[src/rtl/dpwm_pkg.sv]
package dpwm_pkg;

  // Clock and master oscillator timing
  localparam int CLK_PERIOD_NS = 8;
  localparam int MASTER_PERIOD_NS = 1000;
  localparam int MASTER_DIV = (MASTER_PERIOD_NS + CLK_PERIOD_NS - 1) / CLK_PERIOD_NS;
  localparam int STARTUP_TICKS = 500;
  localparam int FILTER_TICKS = 8;
  localparam int MAX_RATIO_LOG4 = 7;

  // Widths and fields
  localparam int LEVEL_W = 12;
  localparam int CODE_W = 4;
  localparam int INVERT_BIT = 3;
  localparam int FRAC_W = 16;
  localparam logic [16:0] LOW_CLAMP_FRAC = 17'h0_0ccd;

  // Register offsets
  localparam logic [7:0] REG_DIV_LEVEL = 8'h00;
  localparam logic [7:0] REG_DUTY_LEVEL = 8'h04;
  localparam logic [7:0] REG_SET_REF = 8'h08;
  localparam logic [7:0] REG_STATUS = 8'h0c;

  // Reset values
  localparam logic [11:0] DIV_LEVEL_RST = 12'h080;
  localparam logic [11:0] DUTY_LEVEL_RST = 12'h000;
  localparam logic [11:0] SET_REF_RST = 12'h800;

  // Status field positions
  localparam int STAT_CODE_LSB = 0;
  localparam int STAT_PEND_BIT = 4;
  localparam int STAT_RUN_BIT = 8;
  localparam int STAT_OUT_BIT = 9;

  // Bus encodings
  localparam logic [2:0] HSIZE_WORD = 3'h2;

  typedef enum logic [1:0] {
    CLAMP_NONE = 2'b00,
    CLAMP_LOW = 2'b01,
    CLAMP_HIGH = 2'b10,
    CLAMP_BOTH = 2'b11
  } dpwm_clamp_type;

  typedef enum logic [1:0] {
    ST_STARTUP = 2'b01,
    ST_RUN = 2'b10
  } dpwm_state_type;

endpackage : dpwm_pkg

[src/rtl/dpwm_code_filter.sv]
`timescale 1ns/1ps
`default_nettype none
module dpwm_code_filter #(
  parameter int CODE_W = 4,
  parameter int FILTER_TICKS = 8
) (
  input wire logic ref_clk,
  input wire logic srst,
  input wire logic tick,
  input wire logic [CODE_W-1:0] raw_code,
  output logic [CODE_W-1:0] stable_code,
  output logic stable
);

  localparam int CNT_W = $clog2(FILTER_TICKS + 1);
  localparam logic [CNT_W-1:0] CNT_LAST = CNT_W'(FILTER_TICKS - 1);

  logic [CODE_W-1:0] cand_q;
  logic [CODE_W-1:0] code_q;
  logic [CNT_W-1:0] cnt_q;
  logic stable_q;

  wire moved = raw_code != cand_q;
  wire settle = tick && (cnt_q == CNT_LAST);

  // Output jumps straight to the settled candidate, never to codes passed on the way
  always_ff @(posedge ref_clk)
  begin
    if (srst)
    begin
      cand_q <= '0;
      code_q <= '0;
      cnt_q <= '0;
      stable_q <= 1'b0;
    end
    else if (moved)
    begin
      cand_q <= raw_code;
      cnt_q <= '0;
    end
    else if (tick && !settle && cnt_q != CNT_W'(FILTER_TICKS))
    begin
      cnt_q <= cnt_q + 1'b1;
    end
    else if (settle)
    begin
      cnt_q <= cnt_q + 1'b1;
      code_q <= cand_q;
      stable_q <= 1'b1;
    end
  end

  assign stable_code = code_q;
  assign stable = stable_q;

endmodule : dpwm_code_filter
`default_nettype wire

[src/rtl/dpwm_generator.sv]
// Chosen here: the AHB-Lite interface to the registers and the register offsets.
`timescale 1ns/1ps
`default_nettype none
module dpwm_generator #(
  parameter int MASTER_DIV = dpwm_pkg::MASTER_DIV,
  parameter int STARTUP_TICKS = dpwm_pkg::STARTUP_TICKS,
  parameter int FILTER_TICKS = dpwm_pkg::FILTER_TICKS,
  parameter dpwm_pkg::dpwm_clamp_type CLAMP_MODE = dpwm_pkg::CLAMP_NONE
) (
  input wire logic ref_clk,
  input wire logic srst,
  input wire logic hsel,
  input wire logic [31:0] haddr,
  input wire logic [1:0] htrans,
  input wire logic hwrite,
  input wire logic [2:0] hsize,
  input wire logic [31:0] hwdata,
  input wire logic hready,
  output logic [31:0] hrdata,
  output logic hreadyout,
  output logic hresp,
  output logic pwm_out
);

  localparam int LW = dpwm_pkg::LEVEL_W;
  localparam int CW = dpwm_pkg::CODE_W;
  localparam int FW = dpwm_pkg::FRAC_W;
  localparam int PH_W = $clog2(MASTER_DIV * (4 ** dpwm_pkg::MAX_RATIO_LOG4) + 1);
  localparam int PS_W = $clog2(MASTER_DIV + 1);
  localparam int ST_W = $clog2(STARTUP_TICKS + 1);
  localparam int NW = LW + 4;
  localparam int PR_W = PH_W + FW + 1;

  // Bus side state
  logic wr_pend_q;
  logic [7:0] addr_q;
  logic [31:0] hrdata_q;
  logic hreadyout_q;
  logic [LW-1:0] div_level_q;
  logic [LW-1:0] duty_level_q;
  logic [LW-1:0] set_ref_q;

  // Timing state
  logic [PS_W-1:0] presc_q;
  logic tick_q;
  logic [ST_W-1:0] startup_q;
  dpwm_pkg::dpwm_state_type state_q;
  logic [CW-1:0] act_code_q;
  logic [PH_W-1:0] phase_q;
  logic [PH_W-1:0] len_q;
  logic [PH_W-1:0] thr_q;
  logic [FW:0] duty_lat_q;
  logic pwm_out_q;
  logic div_busy_q;

  // Filter and divider results
  logic [CW-1:0] filt_code;
  logic filt_stable;
  logic [31:0] quotient;
  logic div_done;

  // Address phase accepted when the bus is ready and this slave is picked
  wire addr_phase = hsel && htrans[1] && hready;
  wire word_write = addr_phase && hwrite && (hsize == dpwm_pkg::HSIZE_WORD);
  wire rd_phase = addr_phase && !hwrite;
  wire [7:0] rd_addr = haddr[7:0];
  wire hit_div = addr_q == dpwm_pkg::REG_DIV_LEVEL;
  wire hit_duty = addr_q == dpwm_pkg::REG_DUTY_LEVEL;
  wire hit_set = addr_q == dpwm_pkg::REG_SET_REF;

  // Status word shows the live code, a waiting code change, run state and pin
  wire code_pending = filt_stable && (filt_code != act_code_q);
  wire running = state_q == dpwm_pkg::ST_RUN;
  wire [31:0] status_w = (32'(act_code_q) << dpwm_pkg::STAT_CODE_LSB)
    | (32'(code_pending) << dpwm_pkg::STAT_PEND_BIT)
    | (32'(running) << dpwm_pkg::STAT_RUN_BIT)
    | (32'(pwm_out_q) << dpwm_pkg::STAT_OUT_BIT);

  // Read mux; unmapped offsets read zero
  wire [31:0] rd_mux = (rd_addr == dpwm_pkg::REG_DIV_LEVEL) ? 32'(div_level_q)
    : (rd_addr == dpwm_pkg::REG_DUTY_LEVEL) ? 32'(duty_level_q)
    : (rd_addr == dpwm_pkg::REG_SET_REF) ? 32'(set_ref_q)
    : (rd_addr == dpwm_pkg::REG_STATUS) ? status_w
    : 32'h0000_0000;

  // Bus pipeline: address captured here, write data taken next cycle
  always_ff @(posedge ref_clk)
  begin
    if (srst)
    begin
      wr_pend_q <= 1'b0;
      addr_q <= '0;
      hrdata_q <= 32'h0000_0000;
      hreadyout_q <= 1'b0;
    end
    else
    begin
      wr_pend_q <= word_write;
      addr_q <= addr_phase ? rd_addr : addr_q;
      hrdata_q <= rd_phase ? rd_mux : 32'h0000_0000;
      hreadyout_q <= 1'b1;
    end
  end

  // Writable levels; sub-word writes are dropped since only full words are supported
  always_ff @(posedge ref_clk)
  begin
    if (srst)
    begin
      div_level_q <= dpwm_pkg::DIV_LEVEL_RST;
      duty_level_q <= dpwm_pkg::DUTY_LEVEL_RST;
      set_ref_q <= dpwm_pkg::SET_REF_RST;
    end
    else if (wr_pend_q)
    begin
      div_level_q <= hit_div ? hwdata[LW-1:0] : div_level_q;
      duty_level_q <= hit_duty ? hwdata[LW-1:0] : duty_level_q;
      set_ref_q <= hit_set ? hwdata[LW-1:0] : set_ref_q;
    end
  end

  // Quantise: top four bits of the level fraction, so code k spans k/16..(k+1)/16
  wire [CW-1:0] raw_code = div_level_q[LW-1 -: CW];

  // Master tick, rounded so it never exceeds 1 MHz
  wire presc_wrap = presc_q == PS_W'(MASTER_DIV - 1);

  always_ff @(posedge ref_clk)
  begin
    if (srst)
    begin
      presc_q <= '0;
      tick_q <= 1'b0;
    end
    else
    begin
      presc_q <= presc_wrap ? '0 : presc_q + 1'b1;
      tick_q <= presc_wrap;
    end
  end

  dpwm_code_filter #(
    .CODE_W(CW),
    .FILTER_TICKS(FILTER_TICKS)
  ) u_filter (
    .ref_clk(ref_clk),
    .srst(srst),
    .tick(tick_q),
    .raw_code(raw_code),
    .stable_code(filt_code),
    .stable(filt_stable)
  );

  // Start-up ends after the tick count and only once a code has settled
  wire startup_full = startup_q == ST_W'(STARTUP_TICKS);
  wire start_go = (state_q == dpwm_pkg::ST_STARTUP) && startup_full && filt_stable;

  always_ff @(posedge ref_clk)
  begin
    if (srst)
    begin
      startup_q <= '0;
      state_q <= dpwm_pkg::ST_STARTUP;
    end
    else
    begin
      case (state_q)
        dpwm_pkg::ST_STARTUP:
        begin
          startup_q <= (tick_q && !startup_full) ? startup_q + 1'b1 : startup_q;
          state_q <= start_go ? dpwm_pkg::ST_RUN : dpwm_pkg::ST_STARTUP;
        end
        dpwm_pkg::ST_RUN:
        begin
          state_q <= dpwm_pkg::ST_RUN;
        end
        default:
        begin
          state_q <= dpwm_pkg::ST_STARTUP;
        end
      endcase
    end
  end

  // Period boundary; a code change lands only here so no pulse is cut short
  wire phase_wrap = phase_q >= len_q - 1'b1;
  wire period_start = phase_wrap || start_go;
  wire take_code = start_go || (running && code_pending);
  wire [CW-1:0] code_next = take_code ? filt_code : act_code_q;

  // Ratio index mirrors about the midpoint for the inverted half of the codes
  wire [2:0] ratio_next = code_next[dpwm_pkg::INVERT_BIT] ? ~code_next[2:0] : code_next[2:0];
  wire [PH_W-1:0] len_next = PH_W'(MASTER_DIV) << {ratio_next, 1'b0};

  // Duty numerator is ten times modulation minus reference, saturated at both ends
  wire [NW-1:0] mod10 = NW'({duty_level_q, 3'b000}) + NW'({duty_level_q, 1'b0});
  wire [NW-1:0] set_ext = NW'(set_ref_q);
  wire [NW-1:0] set8 = {1'b0, set_ref_q, 3'b000};
  wire [NW-1:0] set9 = set8 + set_ext;
  wire sat_low = mod10 <= set_ext;
  wire sat_high = mod10 >= set9;
  wire [NW-1:0] num_c = sat_low ? '0 : sat_high ? set8 : mod10 - set_ext;

  // Restart only when idle: periods shorter than one division still get a fresh fraction, just later
  wire div_start = period_start && !div_busy_q;

  always_ff @(posedge ref_clk)
  begin
    if (srst)
    begin
      div_busy_q <= 1'b0;
    end
    else if (div_start)
    begin
      div_busy_q <= 1'b1;
    end
    else if (div_done)
    begin
      div_busy_q <= 1'b0;
    end
  end

  // Fraction = num / (8 * ref) in 16 fractional bits, i.e. mod/(0.8 ref) - 1/8
  dpwm_serial_div #(
    .DW(32),
    .VW(LW + 3)
  ) u_div (
    .ref_clk(ref_clk),
    .srst(srst),
    .start(div_start),
    .dividend({num_c, 16'h0000}),
    .divisor(set8[LW+2:0]),
    .quotient(quotient),
    .done(div_done)
  );

  // Latest fraction kept; a zero reference forces zero duty
  always_ff @(posedge ref_clk)
  begin
    if (srst)
    begin
      duty_lat_q <= '0;
    end
    else if (div_done)
    begin
      duty_lat_q <= (set_ref_q == '0) ? '0 : quotient[FW:0];
    end
  end

  // Scale the fraction to the coming period length
  wire [PR_W-1:0] thr_prod = PR_W'(duty_lat_q) * PR_W'(len_next);
  wire [PR_W-1:0] lo_prod = PR_W'(dpwm_pkg::LOW_CLAMP_FRAC) * PR_W'(len_next);
  wire [PH_W-1:0] thr_raw = thr_prod[FW +: PH_W];
  wire [PH_W-1:0] lo_lim = lo_prod[FW +: PH_W];
  wire [PH_W-1:0] hi_lim = len_next - lo_lim;
  wire clamp_lo_en = CLAMP_MODE[0];
  wire clamp_hi_en = CLAMP_MODE[1];

  // Variant clamps before inversion, so inversion moves them to the other end
  wire [PH_W-1:0] thr_next = (clamp_lo_en && thr_raw < lo_lim) ? lo_lim
    : (clamp_hi_en && thr_raw > hi_lim) ? hi_lim
    : thr_raw;

  // Period counter; threshold and length change together at the boundary
  always_ff @(posedge ref_clk)
  begin
    if (srst)
    begin
      phase_q <= '0;
      len_q <= PH_W'(MASTER_DIV);
      thr_q <= '0;
      act_code_q <= '0;
    end
    else if (period_start)
    begin
      phase_q <= '0;
      len_q <= len_next;
      thr_q <= thr_next;
      act_code_q <= code_next;
    end
    else
    begin
      phase_q <= phase_q + 1'b1;
    end
  end

  // Zero threshold never goes high, full threshold never goes low
  wire pwm_raw = phase_q < thr_q;
  wire invert = act_code_q[dpwm_pkg::INVERT_BIT];
  wire out_d = running ? (pwm_raw ^ invert) : 1'b0;

  always_ff @(posedge ref_clk)
  begin
    if (srst)
    begin
      pwm_out_q <= 1'b0;
    end
    else
    begin
      pwm_out_q <= out_d;
    end
  end

  assign hrdata = hrdata_q;
  assign hreadyout = hreadyout_q;
  assign hresp = 1'b0;
  assign pwm_out = pwm_out_q;

endmodule : dpwm_generator
`default_nettype wire

[src/rtl/dpwm_serial_div.sv]
`timescale 1ns/1ps
`default_nettype none
module dpwm_serial_div #(
  parameter int DW = 32,
  parameter int VW = 15
) (
  input wire logic ref_clk,
  input wire logic srst,
  input wire logic start,
  input wire logic [DW-1:0] dividend,
  input wire logic [VW-1:0] divisor,
  output logic [DW-1:0] quotient,
  output logic done
);

  localparam int CW = $clog2(DW + 1);

  logic [VW-1:0] rem_q;
  logic [VW-1:0] den_q;
  logic [DW-1:0] quo_q;
  logic [CW-1:0] cnt_q;
  logic busy_q;
  logic done_q;

  // One restoring step per clock; slow but a single subtractor
  wire [VW:0] shifted = {rem_q, quo_q[DW-1]};
  wire ge = shifted >= {1'b0, den_q};
  wire [VW:0] diff = shifted - {1'b0, den_q};

  always_ff @(posedge ref_clk)
  begin
    if (srst)
    begin
      rem_q <= '0;
      den_q <= '0;
      quo_q <= '0;
      cnt_q <= '0;
      busy_q <= 1'b0;
      done_q <= 1'b0;
    end
    else if (start)
    begin
      rem_q <= '0;
      den_q <= divisor;
      quo_q <= dividend;
      cnt_q <= CW'(DW);
      busy_q <= 1'b1;
      done_q <= 1'b0;
    end
    else if (busy_q)
    begin
      rem_q <= ge ? diff[VW-1:0] : shifted[VW-1:0];
      quo_q <= {quo_q[DW-2:0], ge};
      cnt_q <= cnt_q - 1'b1;
      busy_q <= cnt_q != CW'(1);
      done_q <= cnt_q == CW'(1);
    end
    else
    begin
      done_q <= 1'b0;
    end
  end

  assign quotient = quo_q;
  assign done = done_q;

endmodule : dpwm_serial_div
`default_nettype wire

[config.mk]
export PLATFORM = sky130hd
export DESIGN_NAME = dpwm_generator
export DESIGN_NICKNAME = d
export VERILOG_FILES = /design/src/rtl/dpwm_pkg.sv /design/src/rtl/dpwm_code_filter.sv /design/src/rtl/dpwm_generator.sv /design/src/rtl/dpwm_serial_div.sv
export SDC_FILE = /design/constraint.sdc
export NUM_CORES = 1
export LEC_CHECK = 0
export ABC_AREA = 1
export BUFFER_PORTS_ARGS = -buffer_cell sky130_fd_sc_hd__buf_2
export CAP_MARGIN = 25
export CORE_MARGIN = 1.5
export CORE_UTILIZATION = 55
export DETAILED_ROUTE_END_ITERATION = 10
export GPL_ROUTABILITY_DRIVEN = 1
export PLACE_DENSITY = 0.72
export REMOVE_ABC_BUFFERS = 1
export SYNTH_ARGS = -nofsm -noshare
export SYNTH_HDL_FRONTEND = slang
export SYNTH_SLANG_ARGS = --single-unit
[constraint.sdc]
create_clock -name ref_clk -period 15.5 [get_ports ref_clk]
set_clock_uncertainty 0.2 [all_clocks]
set_input_delay 3.875 -clock ref_clk [delete_from_list [all_inputs] [get_ports ref_clk]]
set_output_delay 3.875 -clock ref_clk [all_outputs]
set_load 0.01 [all_outputs]
Yosys cells after proc, flatten, opt, wreduce, memory -nomap -nowiden
Index checks and enable logic that the tools add are counted.

operators by class
  add/subtract/negate cells = 10
  multipliers = 1
  divide/modulo/power cells = 0
  magnitude comparators = 5
  equality and inequality tests = 16
  shifts and indexed selects = 1
  multiplexer cells = 23
  bitwise operators = 11
  reduce and logical (&&, ||, !) cells = 39

operators by type and width
  kind                                                count
  two-way mux 32 bit                                  2
  multiplier 17 x 21 -> 37 bit                        1
  two-way mux 12 bit                                  3
  two-way mux 16 bit                                  2
  == test 8 x 4 -> 1 bit, second input constant       3
  adder 21 x 1 -> 21 bit, second input constant       1
  greater-or-equal comparator 21 bit                  1
  less-than comparator 21 bit                         1
  << shifter 7 x 4 -> 21 bit, first input constant    1
  subtractor 21 x 1 -> 21 bit, second input constant  1
  two-way mux 17 bit                                  1
  adder 15 x 12 -> 16 bit                             1
  adder 15 x 13 -> 16 bit                             1
  == test 8 x 3 -> 1 bit, second input constant       2
  greater-or-equal comparator 16 x 15 -> 1 bit        1
  greater-or-equal comparator 16 bit                  1
  less-or-equal comparator 16 x 12 -> 1 bit           1
  logical NOT 8 bit                                   2
  subtractor 16 x 12 -> 16 bit                        1
  two-way mux 15 bit                                  1
  subtractor 15 bit                                   1
  logical AND 1 bit                                   14
  logical NOT 12 bit                                  1
  two-way mux 4 bit                                   3
  34 further kinds                                    59

word-level totals
  register bits after elaboration = 263
  bits in latches = 0
  RAM bits = 0
  bits in read-only memories = 0
  input port bits = 74
  output and inout bits = 35
  word-level logic and storage cells = 137
  memories = 0

Depth between registers and ports, before layout
Gate-level depths: netlist of run 1.

  word-level depth = 9
  mapped depth = 44
  gate-level depth less buffers = 41

Cells and area by module
From an unflattened synthesis of run 1, not the netlist that was laid out.

second synthesis, totals
  cells, all modules = 3401
  area, all modules = 25306.8 µm²

by module, submodules not included
  module            times used  cells each  area each (µm²)  sequential area each (µm²)
  dpwm_generator    1           2668        20392.1          3163.0
  dpwm_serial_div   1           644         4259.1           1401.3
  dpwm_code_filter  1           89          655.6            260.2

Worst setup path after synthesis of run 1
OpenSTA, ideal clock, no wires.

  path type = reg-to-reg
  start = reg startup_q[0]
  end = reg thr_q[17]
  setup time = 0.113 ns
  arrival = 7.329 ns
  required time = 15.187 ns
  setup slack = 7.858 ns
  cell stages (with the launch flop) = 37
  path buffers = 4
  clock period less this slack = 7.642 ns
  cells stage by stage = dfxtp_1 > inv_1 > ha_1 > nand2_1 > nand3b_1 > nor2_2 > nand2_2 > nand2_4 > nand2_1 > nand2_2 > nand2_2 > nand2_4 > clkbuf_1 > clkbuf_1 > ha_1 > clkbuf_1 > buf_1 > nand2_1 > fa_1 > fa_1 > fa_1 > inv_1 > fa_1 > fa_1 > inv_1 > fa_1 > inv_1 > ha_1 > nand2_1 > nor2_1 > a21oi_1 > nor2_1 > a211oi_1 > o21ai_2 > xor2_1 > o21ai_1 > inv_1

on the way
  cells in the longest elaborated chain, start to end = 9
  elaborated cells on any way between the ends = 10
  classes of those cells = mul: 1; eq/ne: 1; shift: 1; mux: 2; bitwise: 1; reduce/logical: 4

RTL lines
  element                              RTL line               text
  start, declared                      dpwm_generator.sv:46   logic [ST_W-1:0] startup_q;
  start signal, assigned               dpwm_generator.sv:170  startup_q <= (tick_q && !startup_full) ? startup_q + 1'b1 : startup_q;
  == test 9 bit (*)                    dpwm_generator.sv:155  wire startup_full = startup_q == ST_W'(STARTUP_TICKS);
  logical AND 1 bit (*) (2 in series)  dpwm_generator.sv:156  wire start_go = (state_q == dpwm_pkg::ST_STARTUP) && startup_full && filt_stable;
  logical OR 1 bit (*)                 dpwm_generator.sv:188  wire take_code = start_go || (running && code_pending);
  two-way mux 4 bit (*)                dpwm_generator.sv:189  wire [CW-1:0] code_next = take_code ? filt_code : act_code_q;
  NOT 3 bit                            dpwm_generator.sv:192  wire [2:0] ratio_next = code_next[dpwm_pkg::INVERT_BIT] ? ~code_next[2:0] : code_next[2:0];
  two-way mux 3 bit (*)                dpwm_generator.sv:192
  << shifter 7 x 4 -> 21 bit (*)       dpwm_generator.sv:193  wire [PH_W-1:0] len_next = PH_W'(MASTER_DIV) << {ratio_next, 1'b0};
  net len_next[14]                     dpwm_generator.sv:193
  multiplier 17 x 21 -> 37 bit (*)     dpwm_generator.sv:251  wire [PR_W-1:0] thr_prod = PR_W'(duty_lat_q) * PR_W'(len_next);
  end signal, assigned                 dpwm_generator.sv:278  thr_q <= thr_next;
  end, declared                        dpwm_generator.sv:51   logic [PH_W-1:0] thr_q;

Mark *: on every way through the listed nets, which the timed path passes. The rest lies on a longest branch.
A chain may end at the register's enable or synchronous reset.

Worst setup path in the final report of run 1
  start = reg startup_q[0]
  end = reg thr_q[18]

on the way
  cells in the longest elaborated chain, start to end = 9
  elaborated cells on any way between the ends = 10
  classes of those cells = mul: 1; eq/ne: 1; shift: 1; mux: 2; bitwise: 1; reduce/logical: 4

RTL lines
  element                              RTL line
  == test 9 bit (*)                    dpwm_generator.sv:155
  logical AND 1 bit (*) (2 in series)  dpwm_generator.sv:156
  logical OR 1 bit                     dpwm_generator.sv:188
  two-way mux 4 bit                    dpwm_generator.sv:189
  NOT 3 bit                            dpwm_generator.sv:192
  two-way mux 3 bit                    dpwm_generator.sv:192
  << shifter 7 x 4 -> 21 bit           dpwm_generator.sv:193
  multiplier 17 x 21 -> 37 bit         dpwm_generator.sv:251

Every way passes the cells marked *; elsewhere a longest branch is shown, timed or not.

==> results of run 1 <==
## worst min path at each step
stage / startpoint / endpoint / slack, ps / cells after the start
floorplan: addr_q[1]$_SDFFE_PP0P_ / addr_q[1]$_SDFFE_PP0P_ / 230 / 2
global placement: addr_q[1]$_SDFFE_PP0P_ / addr_q[1]$_SDFFE_PP0P_ / 230 / 2
detailed placement: addr_q[0]$_SDFFE_PP0P_ / addr_q[0]$_SDFFE_PP0P_ / 240 / 2
CTS: addr_q[0]$_SDFFE_PP0P_ / addr_q[0]$_SDFFE_PP0P_ / 250 / 2
global route: addr_q[7]$_SDFFE_PP0P_ / addr_q[7]$_SDFFE_PP0P_ / 290 / 2
finish: addr_q[0]$_SDFFE_PP0P_ / addr_q[0]$_SDFFE_PP0P_ / 250 / 2
## where the power goes
part,total (mW),internal [mW],switching [mW]
clock,0.668,0.391,0.277
combinational,0.0358,0.0101,0.0256
sequential,0.616,0.614,0.00202
## sequential cells by signal, indices dropped and copies added (netlist names), 6 cells and up
register	flops
duty_level_q	12
u_div.rem_q	15
set_ref_q	12
div_level_q	12
hrdata	12
u_div.cnt_q	6
phase_q	21
u_div.quotient	32
duty_lat_q	17
thr_q	21
addr_q	8
len_q	16
u_div.den_q	12
presc_q	7
startup_q	9
## layout by cell type (no fill, tap or decap), types with 17 or more instances in the layout
| cell type | count |
|---|---|
| ha_1 | 231 |
| nand2_1 | 505 |
| xnor2_1 | 17 |
| nor3_1 | 41 |
| o211ai_1 | 24 |
| dfxtp_1 | 238 |
| a211oi_1 | 46 |
| buf_2 | 44 |
| xor2_1 | 65 |
| o21ai_0 | 160 |
| nor2_1 | 265 |
| nand3_1 | 80 |
| nand4_1 | 25 |
| inv_1 | 669 |
| a21oi_1 | 260 |
| fa_1 | 268 |
| clkbuf_16 | 27 |
| conb_1 | 21 |
## worst max-delay path: cells and delay by family, from the launching register on
| family | cells | cell delay, ps |
|---|---|---|
| AOI/OAI and AO/OA | 5 | 1100 |
| xor gates and xnor gates | 1 | 480 |
| adders and majority gates | 9 | 3980 |
| buffers and inverters | 7 | 1250 |
| DFF | 1 | 310 |
| and+or+nand+nor | 14 | 1840 |
## kinds of logic after synthesis
logic type | share of synthesized area [%]
adders and majority gates | 34.25
other | 0.01556
buffers and inverters | 12.88
and+or+nand+nor | 17.10
AOI/OAI and AO/OA | 13.00
DFF | 19.77
xor gates and xnor gates | 2.980
## metal layers
| metal | up-vias | GRT usage [%] |
|---|---|---|
| met3 | 149 | 3.663 |
| li1 | 9843 | - |
| met5 | - | 0 |
| met2 | 536 | 49.36 |
| met4 | 0 | 11.03 |
| met1 | 9796 | 35.87 |
## through the flow
stage	util [%]	cell area, um^2	total power, mW
3_5_place_dp	57.18	24680	0.6642
2_1_floorplan	-	23640	0.6486
3_3_place_gp	57.16	24670	0.6631
5_1_grt	59.40	25640	1.366
6_report	59.40	25640	1.320
4_1_cts	59.34	25620	1.332
## cell type report
| cell class | count | share of cell area (%) |
|---|---|---|
| multi-input cells | 2135 | 63.62 |
| inverters | 683 | 9.997 |
| well taps | 585 | 2.854 |
| flip-flops and latches | 238 | 18.58 |
| repair buffers | 57 | 1.317 |
| clock inverters | 17 | 0.7709 |
| clock buffers | 32 | 2.864 |
==> run summary, run 1 <==
On the worst path, the slowest cell contributes a delay of 620 ps. In the final layout, the multi-input gates occupy 0.01631 mm^2. In this run the worst setup path terminates at thr_q[18]$_SDFFE_PP0N_.

The quantity of I/O buffers inserted on ports came out at 42. Internal reg-to-reg setup slack: 6210 ps. The initial antenna violation count is 0, and the final number of setup-violating endpoints is 0. Of all cell types, the one taking the most synthesized area is fa_1. The tools report the row count as 76. The layout net count was 3715. The critical path starts at startup_q[0]$_SDFFE_PP0P_. Entering global routing, the biggest net connects 66 pins.

TritonCTS built the clock tree. The post-placement setup slack is 6392 ps, and the per-cell via count in the routed design is 5.424. Of the synthesized area, sequential elements account for 19.77%. Total count of max-transition violations in the final report: 0. The cell count after placement is 3697. In this run the deepest clock path goes through 3 buffers. Adding up every negative setup slack in the final design gives 0 ps. In this run the biggest area consumer among cell types represents 22.26% of the synthesized area. After detailed routing, the number of remaining DRC violations is 0. Among all cell types in the netlist, the one instantiated most often is inv_1.

The maximum fanout along the worst path was 13. Residual overflow from global routing: 0. The shortest period the worst path allows was 9288 ps. After detailed routing, the met3 layer carries 3102 um of wire. Clock tree synthesis selected as its root buffer the cell clkbuf_16. The sum of met2 wire segment lengths after detailed routing was 29930 um. The total wirelength of the detailed-routed design came out at 62100 um.

The number of storage elements in the synthesis netlist is 238, and the number of DRC violations after detailed-routing iteration 0 is 1456. In this run, post-CTS repair resized a total of 0 instances. The deepest level of the CTS H-tree was 1.

The tools report the post-route non-filler standard cell count as 3747. The tools report the total clock buffers created by CTS as 27. The area added between synthesis and finish works out to 6.406%. The logs give 0 for the hold violation count in the final report and 9550 ps for the worst endpoint data arrival time. After synthesis, the share of flip-flops with an asynchronous set or reset is 0%.

The area of the die is 0.04508 mm^2, and the last weighted congestion value of the routability-driven placer is 0.9235. Overall die width: 212.3 um. The total power per unit cell area came out at 51.49 mW/mm^2. Global routing consumed, over all layers together, 28.39% of the routing resources.

By area the synthesized netlist is led by fa_1, dfxtp_1, ha_1. The initial utilization of the core area, before any placement, comes to 55.83%. 0 antenna diodes ended up in the layout. The worst setup path is launched from a register. After synthesis, the mean cell area works out to 7.641 um^2. The post-route netlist has 4.839% of its cells at a drive strength greater than 1.

STA puts the critical path data required time at 15760 ps. Once detail routing completed, the nets flagged for antenna violations numbered 0. The worst register-to-register path begins at startup_q[0]$_SDFFE_PP0P_.

In this run the count of I/O pins placed on the die edge is 109. The number of hold-repair buffers added at the cts stage is 0. The worst setup path is captured at a register. For the pin with the worst max-slew slack, the measured transition is 1095 ps. For the TritonCTS sink count, the log shows 238.

The HPWL after detailed placement is 49040 um. At the later pin of the worst-skew pair, clock insertion delay measures 570 ps. The path class of the tightest hold or removal check is register to register.

The part of the cycle the worst path needs came out at 59.92%. The run finished with clean final reports. The analysis attributes to cell leakage a power of 12.58 nW. In this run the tightest slew margin relative to its limit is 26.98%. Counting flops with a built-in enable in the synthesized netlist gives 0.

For this run, the leading register cell type out of synthesis is dfxtp_1. After detailed routing, no signal wire sits above met4. The synthesized netlist contains 60 unique library cells. The commonest cells after synthesis are inv_1, nand2_1, fa_1. For this run, the top clock speed supported by timing is 0.1077 GHz.

The tools report the number of global-route vias before repair as 20.32k. The register area came out at 0.004765 mm^2. The depth of the worst register-to-register path is 36. The run gives 251.5 ps as the worst hold margin. The run gives 3154 as the gate count of the mapped netlist.

In the final routing, the length of wire on met1 measures 26560 um. The yosys synthesis warning count came out at 0. The first-pass GRT wire length is 101700 um. After floorplanning, the core was sized to cover 0.04317 mm^2.

In this run the cell area of the synthesized design comes to 0.02410 mm^2. The critical path is of the register to register type. The final route contains 20.32k vias. The total of max-cap violations is 0. The clock-pin slew on the worst setup and hold paths works out to 60 ps.

Across all setup checks in the final design, the least slack found is 6212 ps. The die boundary height was 212.3 um; the detailed-routing iteration count for the pre-antenna-repair pass was 5. Setup repair after global routing left no endpoint under its margin. In this run the critical register-to-register path is captured at thr_q[18]$_SDFFE_PP0N_. The tools report the buffers inserted during post-CTS setup optimization as 0. The cell repeated most along the worst path was nand2_1. Dividing the detail-routed wire length by the instance count gives 16.57 um. The slowest stage cell on the critical path was inv_1.

The worst ir drop on vdd was 0.08764 mV; the number of filler cells placed in the layout was 4008.
(Power assumes the default switching activity.)
==> run 2: changes to the inputs <==
--- a/config.mk
+++ b/config.mk
@@ -5,14 +5,14 @@
 export SDC_FILE = /design/constraint.sdc
 export NUM_CORES = 1
 export LEC_CHECK = 0
-export ABC_AREA = 1
+export ABC_AREA = 0
 export BUFFER_PORTS_ARGS = -buffer_cell sky130_fd_sc_hd__buf_2
 export CAP_MARGIN = 25
 export CORE_MARGIN = 1.5
 export CORE_UTILIZATION = 55
 export DETAILED_ROUTE_END_ITERATION = 10
 export GPL_ROUTABILITY_DRIVEN = 1
-export PLACE_DENSITY = 0.72
+export PLACE_DENSITY = 0.75
 export REMOVE_ABC_BUFFERS = 1
 export SYNTH_ARGS = -nofsm -noshare
 export SYNTH_HDL_FRONTEND = slang
==> constraint.sdc (replaced) <==
create_clock -name ref_clk -period 8.4 [get_ports ref_clk]
set_clock_uncertainty 0.2 [all_clocks]
set_input_delay 2.1 -clock ref_clk [delete_from_list [all_inputs] [get_ports ref_clk]]
set_output_delay 2.1 -clock ref_clk [all_outputs]
set_load 0.01 [all_outputs]
==> run 2 against run 1 <==
Count of clock-buffer cells in the layout increased by 1; final cell count down 7.1%; area after synthesis is 0.81% lower; wire length is 6.8% lower; largest cell class unchanged; largest power group unchanged.
==> run summary, run 2 <==
Part of the cycle the worst path needs: 97.52% (+38 points). Leaving out fill and tap cells, the most frequent cell in the layout is inv_1. The worst setup path is of the register to register kind.

The async set or reset register ratio after synthesis is 0% (unchanged), and the clock-pin slew on the worst setup and hold paths is 60 ps (about the same). Number of antenna-violating nets in the routed design: 0 (unchanged). In this run the most critical hold path is launched from div_level_q[4]$_SDFFE_PP0P_. The number of storage elements in the synthesis netlist is 238 (unchanged), and the biggest cell delay along the critical path is 540 ps (-80 ps). For this run, the leading register cell type out of synthesis is dfxtp_1. The depth of the worst register-to-register path is 36 (unchanged), and the gate count of the mapped netlist is 2792 (-11%). Most frequent cell after synthesis: inv_1. The minimum setup slack in the final design is 208.5 ps (-6003 ps), and the residual overflow from global routing is 0 (unchanged). The quantity of I/O buffers inserted on ports was 42 (unchanged).

The insertion delay to the later sink of the worst-skew pair is 570 ps (about the same), and the last weighted congestion value of the routability-driven placer is 0.9199 (-0.39%). The post-route non-filler standard cell count was 3482 (-7.1%); the die boundary height was 211.5 um (-0.40%). The placed wire-length estimate was 44660 um (-8.9%). The mean instance size in the synthesized netlist was 8.562 um^2 (+12%). The worst ir drop on vdd is 0.1545 mV (+76%), and the total count of max-transition violations in the final report is 0 (unchanged).

The hold path depth was 2 (unchanged). For the worst endpoint data arrival time, the log shows 8480 ps (-1070 ps). The cell sitting at the root of the clock tree is a clkbuf_16. The area added between synthesis and finish works out to 11.79%. By count the netlist is led by inv_1, nand2_1, fa_1.

Largest net degree at the start of global routing: 85 (+29%). The run finished with clean final reports. The number of enable flip-flop cells after synthesis was 0 (unchanged). The deepest level of the CTS H-tree came out at 1 (unchanged). The slowest stage of the critical path belongs to the cell fa_1.

Total of max-cap violations: 0 (unchanged). The normalized max-slew margin was 38.09% (+11 points). The required arrival time at the worst endpoint is 8690 ps (-7070 ps). The most numerous cell type found on the critical path is fa_1.

The shortest period the worst path allows was 8192 ps (-1097 ps); the number of ports placed on the die boundary was 109 (unchanged). For the TritonCTS sink count, the log shows 238 (unchanged). The hold violation count in the final report was 0 (unchanged); the fraction of layout cells with a size suffix above 1 was 11.29% (+6.4 points). The post-synthesis instance area was 0.02391 mm^2 (-0.81%). The run gives 0.004770 mm^2 (+0.10%) as the register area.

The tools report the kind of start point of the critical path as a register. The tools report the number of hold-repair buffers added at the cts stage as 0 (unchanged). The total power per unit cell area was 89.57 mW/mm^2 (+74%). The total number of vias was 19.43k (-4.4%); the end-of-flow core utilization was 62.18% (+2.8 points). The run gives 96270 um (-5.3%) as the first-pass GRT wire length. Family with the most delay on the worst path: adder cells. For the remaining design rule violation count, the log shows 0 (unchanged).

For the final non-filler cell area, the log shows 0.02672 mm^2 (+4.2%). The number of buffers and inverters on the critical path was 10 (+3); the total clock buffers created by CTS was 25 (-7.4%). The count of antenna diodes in the layout is 0 (unchanged).

The layout net count was 3451 (-7.1%); the initial antenna violation count was 0 (unchanged). The run gives 82 (+37%) as the post-synthesis cell type count. TritonCTS built the clock tree. Core area: 0.04298 mm^2 (-0.44%). The maximum fanout along the worst path works out to 6 (-7). The startpoint identified for the worst register-to-register timing path is startup_q[0]$_SDFFE_PP0P_. The worst hold margin was 254.2 ps (+2.703 ps). Setup repair after global routing could not meet its margin everywhere. STA classifies the critical path endpoint as a register. The number of flip-flops under the largest register name works out to 32 (unchanged).

Area after detailed placement: 0.02526 mm^2 (+2.3%). The worst hold path belongs to the class register to register. For the number of global-route vias before repair, the log shows 20.25k (-0.34%). The total leakage power is 12.59 nW (about the same). The number of DRC violations after detailed-routing iteration 0 was 1091 (-25%); the total wirelength of the detailed-routed design was 57880 um (-6.8%).

The run gives 3 (unchanged) as the maximum number of buffers from clock root to sink. Final number of setup-violating endpoints: 0 (unchanged). Multi-input logic area: 0.01735 mm^2 (+6.3%).

The portion of the post-synthesis area used by sequential elements is 19.93% (+0.16 points). The biggest area contributor in the post-synthesis netlist is fa_1. The average wire per cell in the routed design is 16.62 um (+0.31%). The run gives 3669 (-8.5%) as the number of filler cells placed in the layout. The critical path depth in cells was 36 (unchanged). The post-placement setup slack was -257.9 ps (-6650 ps). The area share of the largest cell type after synthesis is 22.44% (+0.18 points). The setup TNS came out at 0 ps (unchanged). Effective utilization at floorplan: 55.62% (-0.21 points). The row count was 76 (unchanged); the yosys synthesis warning count was 0 (unchanged).

The power consumption is 2.394 mW (+81%), and the pin slew with the least headroom to its limit is 928.7 ps (-166.6 ps). After synthesis, the cell types taking the most area are fa_1, dfxtp_1, ha_1. The upper clock frequency limit was 0.1221 GHz (+13%).

In the layout the commonest cells are inv_1, nand2_1, fa_1. The logs give 0.04472 mm^2 (-0.80%) for the area of the die and 3422 (-7.4%) for the cell count after placement. The all-layer global routing usage came out at 26.44% (-2.0 points). For the detailed-routing iteration count for the pre-antenna-repair pass, the log shows 5 (unchanged). Overall die width: 211.5 um (-0.40%).

The per-cell via count in the routed design came out at 5.580 (+2.9%). The tools report the worst setup path startpoint as startup_q[0]$_SDFFE_PP0P_.
[run 2: final timing paths]
kind / slack [ps] / to
setup / recovery: 210 / thr_q[10]$_SDFFE_PP0N_
hold / removal: 250 / div_level_q[4]$_SDFFE_PP0P_
setup reg to reg: 210 / thr_q[10]$_SDFFE_PP0N_
hold reg to reg: 250 / div_level_q[4]$_SDFFE_PP0P_
[run 2: metal layers]
layer / vias up / track usage (%) / share of wire [%]
met5: - / 0 / 0
met4: 0 / 11.85 / 4.1
met3: 158 / 2.670 / 5.6
met2: 588 / 47.06 / 50
met1: 9499 / 32.33 / 40
li1: 9184 / - / -
[run 2: kinds of logic (layout without fill, tap and decap cells)]
family	after synthesis	in the layout	share of synthesized area, %
DFF	238	238	19.93
AOI/OAI and AO/OA	415	415	11.14
xor gates and xnor gates	126	126	4.648
other	1	21	0.01569
muxes	67	67	3.177
buffers and inverters	576	661	9.437
adders and majority gates	499	499	34.53
and+or+nand+nor	870	870	17.12
[run 2: report_power, final]
group	switching, mW	internal, mW	leakage, nW	total (mW)
Combinational	0.0412	0.0183	10.2	0.0595
Clock	0.478	0.719	0.438	1.20
Sequential	0.00418	1.13	1.92	1.14
Total	0.524	1.87	12.6	2.39
[run 2: cell type report]
class / instances / share of cell area (%)
Tap cell: 585 / 2.739
Clock buffer: 33 / 2.641
Sequential cell: 238 / 17.85
Timing Repair Buffer: 179 / 5.005
Clock inverter: 13 / 0.7070
Multi-Input combinational cell: 1998 / 64.91
Inverter: 436 / 6.152
[run 2: worst reg2reg max path, delay by kind of cell (launching register included)]
kind	cells	cell delay, ps
adder cells (fa/ha/maj)	9	3350
AND/OR/NAND/NOR	9	1690
AO/OA/AOI/OAI	6	1050
buffers and inverters	10	1010
flip-flops	1	330
multiplexers	1	330
XOR/XNOR	1	130
[run 2: timing repair]
| action | CTS | global route |
|---|---|---|
| setup endpoints to repair | 6 | 11 |
| resized for setup | 17 | 87 |
| hold endpoints to repair | 0 | 0 |
| pin swaps | 7 | 30 |
| setup buffers | 2 | 12 |
| cloned | 0 | 0 |
==> run 3: changes to the inputs <==
--- a/config.mk
+++ b/config.mk
@@ -12,7 +12,7 @@
 export CORE_UTILIZATION = 55
 export DETAILED_ROUTE_END_ITERATION = 10
 export GPL_ROUTABILITY_DRIVEN = 1
-export PLACE_DENSITY = 0.75
+export PLACE_DENSITY = 0.77
 export REMOVE_ABC_BUFFERS = 1
 export SYNTH_ARGS = -nofsm -noshare
 export SYNTH_HDL_FRONTEND = slang
==> run 3 against run 2 <==
Setup slack better by 29 ps; critical path depth is 2 lower; die area stayed put; non-clock buffer count is 7 lower; total power is 1.1% lower; sequential share of layout area is 0.15 points higher; utilization is 0.52 points lower; count of clock-buffer cells in the layout is 2 lower; cell area is 0.83% lower; final cell count is 0.29% lower; sequential power hardly changed.
==> run summary, run 3 (same netlist as run 2, synthesis figures left out) <==
The tools report the required arrival time at the worst endpoint as 8660 ps (-30 ps). The cell sitting at the root of the clock tree is a clkbuf_16. The run gives 6 (+1) as the detailed-routing iteration count for the pre-antenna-repair pass. Remaining design rule violation count: 0 (unchanged). The TritonCTS sink count is 238 (unchanged), and the worst hold margin is 252.9 ps (-1.241 ps). The die boundary height was 211.5 um (unchanged).

The type of the tightest min-delay check was register to register. The total power per unit cell area was 89.32 mW/mm^2 (-0.28%); the overall die width was 211.5 um (unchanged). STA classifies the critical path endpoint as a register.

The worst register-to-register path begins at state_q[1]$_SDFF_PP0_. The number of flip-flops under the largest register name is 32 (unchanged), and the internal reg-to-reg setup slack is 240 ps (+30 ps). The area of the die is 0.04472 mm^2 (unchanged), and the largest net degree at the start of global routing is 102 (+20%). The run gives 76 (unchanged) as the row count.

The worst hold path terminates at thr_q[4]$_SDFFE_PP0N_. Hold path depth: 2 (unchanged). The maximum number of buffers from clock root to sink is 3 (unchanged), and the per-cell via count in the routed design is 5.562 (-0.33%). The critical path in this run is classified as register to register. The tools report the all-layer global routing usage as 26.21% (-0.22 points). The setup TNS was 0 ps (unchanged). For the total wirelength of the detailed-routed design, the log shows 57420 um (-0.80%). The total number of vias was 19.31k (-0.61%).

The tools report the number of hold-repair buffers added at the cts stage as 0 (unchanged). The shortest period the worst path allows is 8163 ps (-28.99 ps). The logs give 560 ps (about the same) for the insertion delay to the later sink of the worst-skew pair and 12.52 nW (-0.63%) for the total leakage power.

The pin slew with the least headroom to its limit was 1067 ps (+138.3 ps). The worst setup path is launched from a register. The part of the cycle the worst path needs is 97.17% (-0.35 points). The worst endpoint data arrival time was 8420 ps (-60 ps).

Residual overflow from global routing: 0 (unchanged). For the number of filler cells placed in the layout, the log shows 3621 (-1.3%). The slowest stage cell on the critical path is fa_1. The count of antenna diodes in the layout was 0 (unchanged). The hold violation count in the final report was 0 (unchanged); the final non-filler cell area was 0.02650 mm^2 (-0.83%).

The fraction of layout cells with a size suffix above 1 is 10.74% (-0.55 points), and the upper clock frequency limit is 0.1225 GHz (+0.35%). The quantity of I/O buffers inserted on ports came out at 42 (unchanged). The top cell types in the final layout, fill and taps aside, are inv_1, nand2_1, fa_1. For the total clock buffers created by CTS, the log shows 24 (-4.0%).

The tools report the last weighted congestion value of the routability-driven placer as 0.8624 (-6.3%). The logs give 44320 um (-0.77%) for the placed wire-length estimate and 61.66% (-0.52 points) for the end-of-flow core utilization. The clock-pin slew on the worst setup and hold paths was 70 ps (about the same); the deepest level of the CTS H-tree was 1 (unchanged).

The flow ran to the end, and the final reports show no timing, DRC or antenna violations. Among the stages of the critical path, the cell type that occurs most often is fa_1. The area after detailed placement came out at 0.02522 mm^2 (-0.19%). Number of global-route vias before repair: 19.88k (-1.9%). The normalized max-slew margin was 28.87% (-9.2 points); the first-pass GRT wire length was 95300 um (-1.0%).

The effective utilization at floorplan is 55.62% (unchanged), and the maximum fanout along the worst path is 5 (-1). For the worst ir drop on vdd, the log shows 0.1414 mV (-8.5%). The number of antenna-violating nets in the routed design is 0 (unchanged), and the biggest cell delay along the critical path is 550 ps (about the same).

The reg-to-reg endpoint is thr_q[19]$_SDFFE_PP0N_. The total of max-cap violations is 0 (unchanged). The library cell used most frequently in the layout, excluding fill and tap cells, is inv_1. The tools report the final number of setup-violating endpoints as 0 (unchanged).

TritonCTS built the clock tree. The layout net count was 3443 (-0.23%). Power consumption: 2.367 mW (-1.1%).

Initial antenna violation count: 0 (unchanged). The average wire per cell in the routed design was 16.54 um (-0.51%). The worst hold path begins at thr_q[4]$_SDFFE_PP0N_. The number of ports placed on the die boundary was 109 (unchanged); the area added between synthesis and finish was 10.87%. The depth of the worst register-to-register path is 34 (-5.6%). The tools report the core area as 0.04298 mm^2 (unchanged). Setup repair after global routing left no endpoint under its margin. Total count of max-transition violations in the final report: 0 (unchanged). The number of DRC violations after detailed-routing iteration 0 came out at 1084 (-0.64%).
-- run 3: how the worst max path moves through the flow --
stage | startpoint | end | slack, ps | depth (start not counted)
6_report | state_q[1]$_SDFF_PP0_ | thr_q[19]$_SDFFE_PP0N_ | 240 | 34
3_5_place_dp | startup_q[0]$_SDFFE_PP0P_ | thr_q[18]$_SDFFE_PP0N_ | -240 | 30
4_1_cts | startup_q[1]$_SDFFE_PP0P_ | thr_q[19]$_SDFFE_PP0N_ | 4 | 35
3_3_place_gp | startup_q[0]$_SDFFE_PP0P_ | thr_q[18]$_SDFFE_PP0N_ | -220 | 30
5_1_grt | state_q[0]$_SDFF_PP1_ | thr_q[10]$_SDFFE_PP0N_ | 10 | 35
2_1_floorplan | act_code_q[3]$_SDFFE_PP0N_ | thr_q[19]$_SDFFE_PP0N_ | -1260 | 27
-- run 3: layer usage --
metal	vias to the layer above	track usage [%]	share of wire [%]
met2	594	46.63	50
met1	9410	32.23	41
met4	0	11.70	4.2
li1	9154	-	-
met3	152	2.448	5.1
met5	-	0	0
-- run 3: power breakdown --
part	switching, mW	internal [mW]	total (mW)
clock	0.473	0.697	1.17
combinational	0.0410	0.0196	0.0606
sequential	0.00418	1.13	1.14
total	0.519	1.85	2.37
-- run 3: repair_timing --
action | in CTS | in global routing
setup buffers | 9 | 7
pin swaps | 29 | 49
endpoints found under the setup margin | 7 | 12
resized for setup | 28 | 45
-- run 3: through the flow --
step,cells,worst slack [ps]
2_1_floorplan,2672,-1256
3_3_place_gp,3414,-219.9
3_5_place_dp,3414,-242.9
4_1_cts,3466,3.601
5_1_grt,3472,11.42
6_report,3472,237.5
-- run 3: final cells by class --
class / count / area, um^2 / area share (%)
well taps: 585 / 732.0 / 2.762
clock inverters: 12 / 191.4 / 0.7223
clock buffers: 31 / 676.9 / 2.554
flip-flops and latches: 238 / 4770 / 18.00
multi-input cells: 1998 / 17240 / 65.03
inverters: 436 / 1642 / 6.194
repair buffers: 172 / 1256 / 4.740
-- run 3: critical path, delay by kind of cell (launching register included) --
family | cells | cell delay (ps)
adder cells (fa/ha/maj) | 9 | 3650
buffers and inverters | 10 | 890
AND/OR/NAND/NOR | 3 | 540
AO/OA/AOI/OAI | 11 | 2240
multiplexers | 1 | 200
flip-flops | 1 | 330
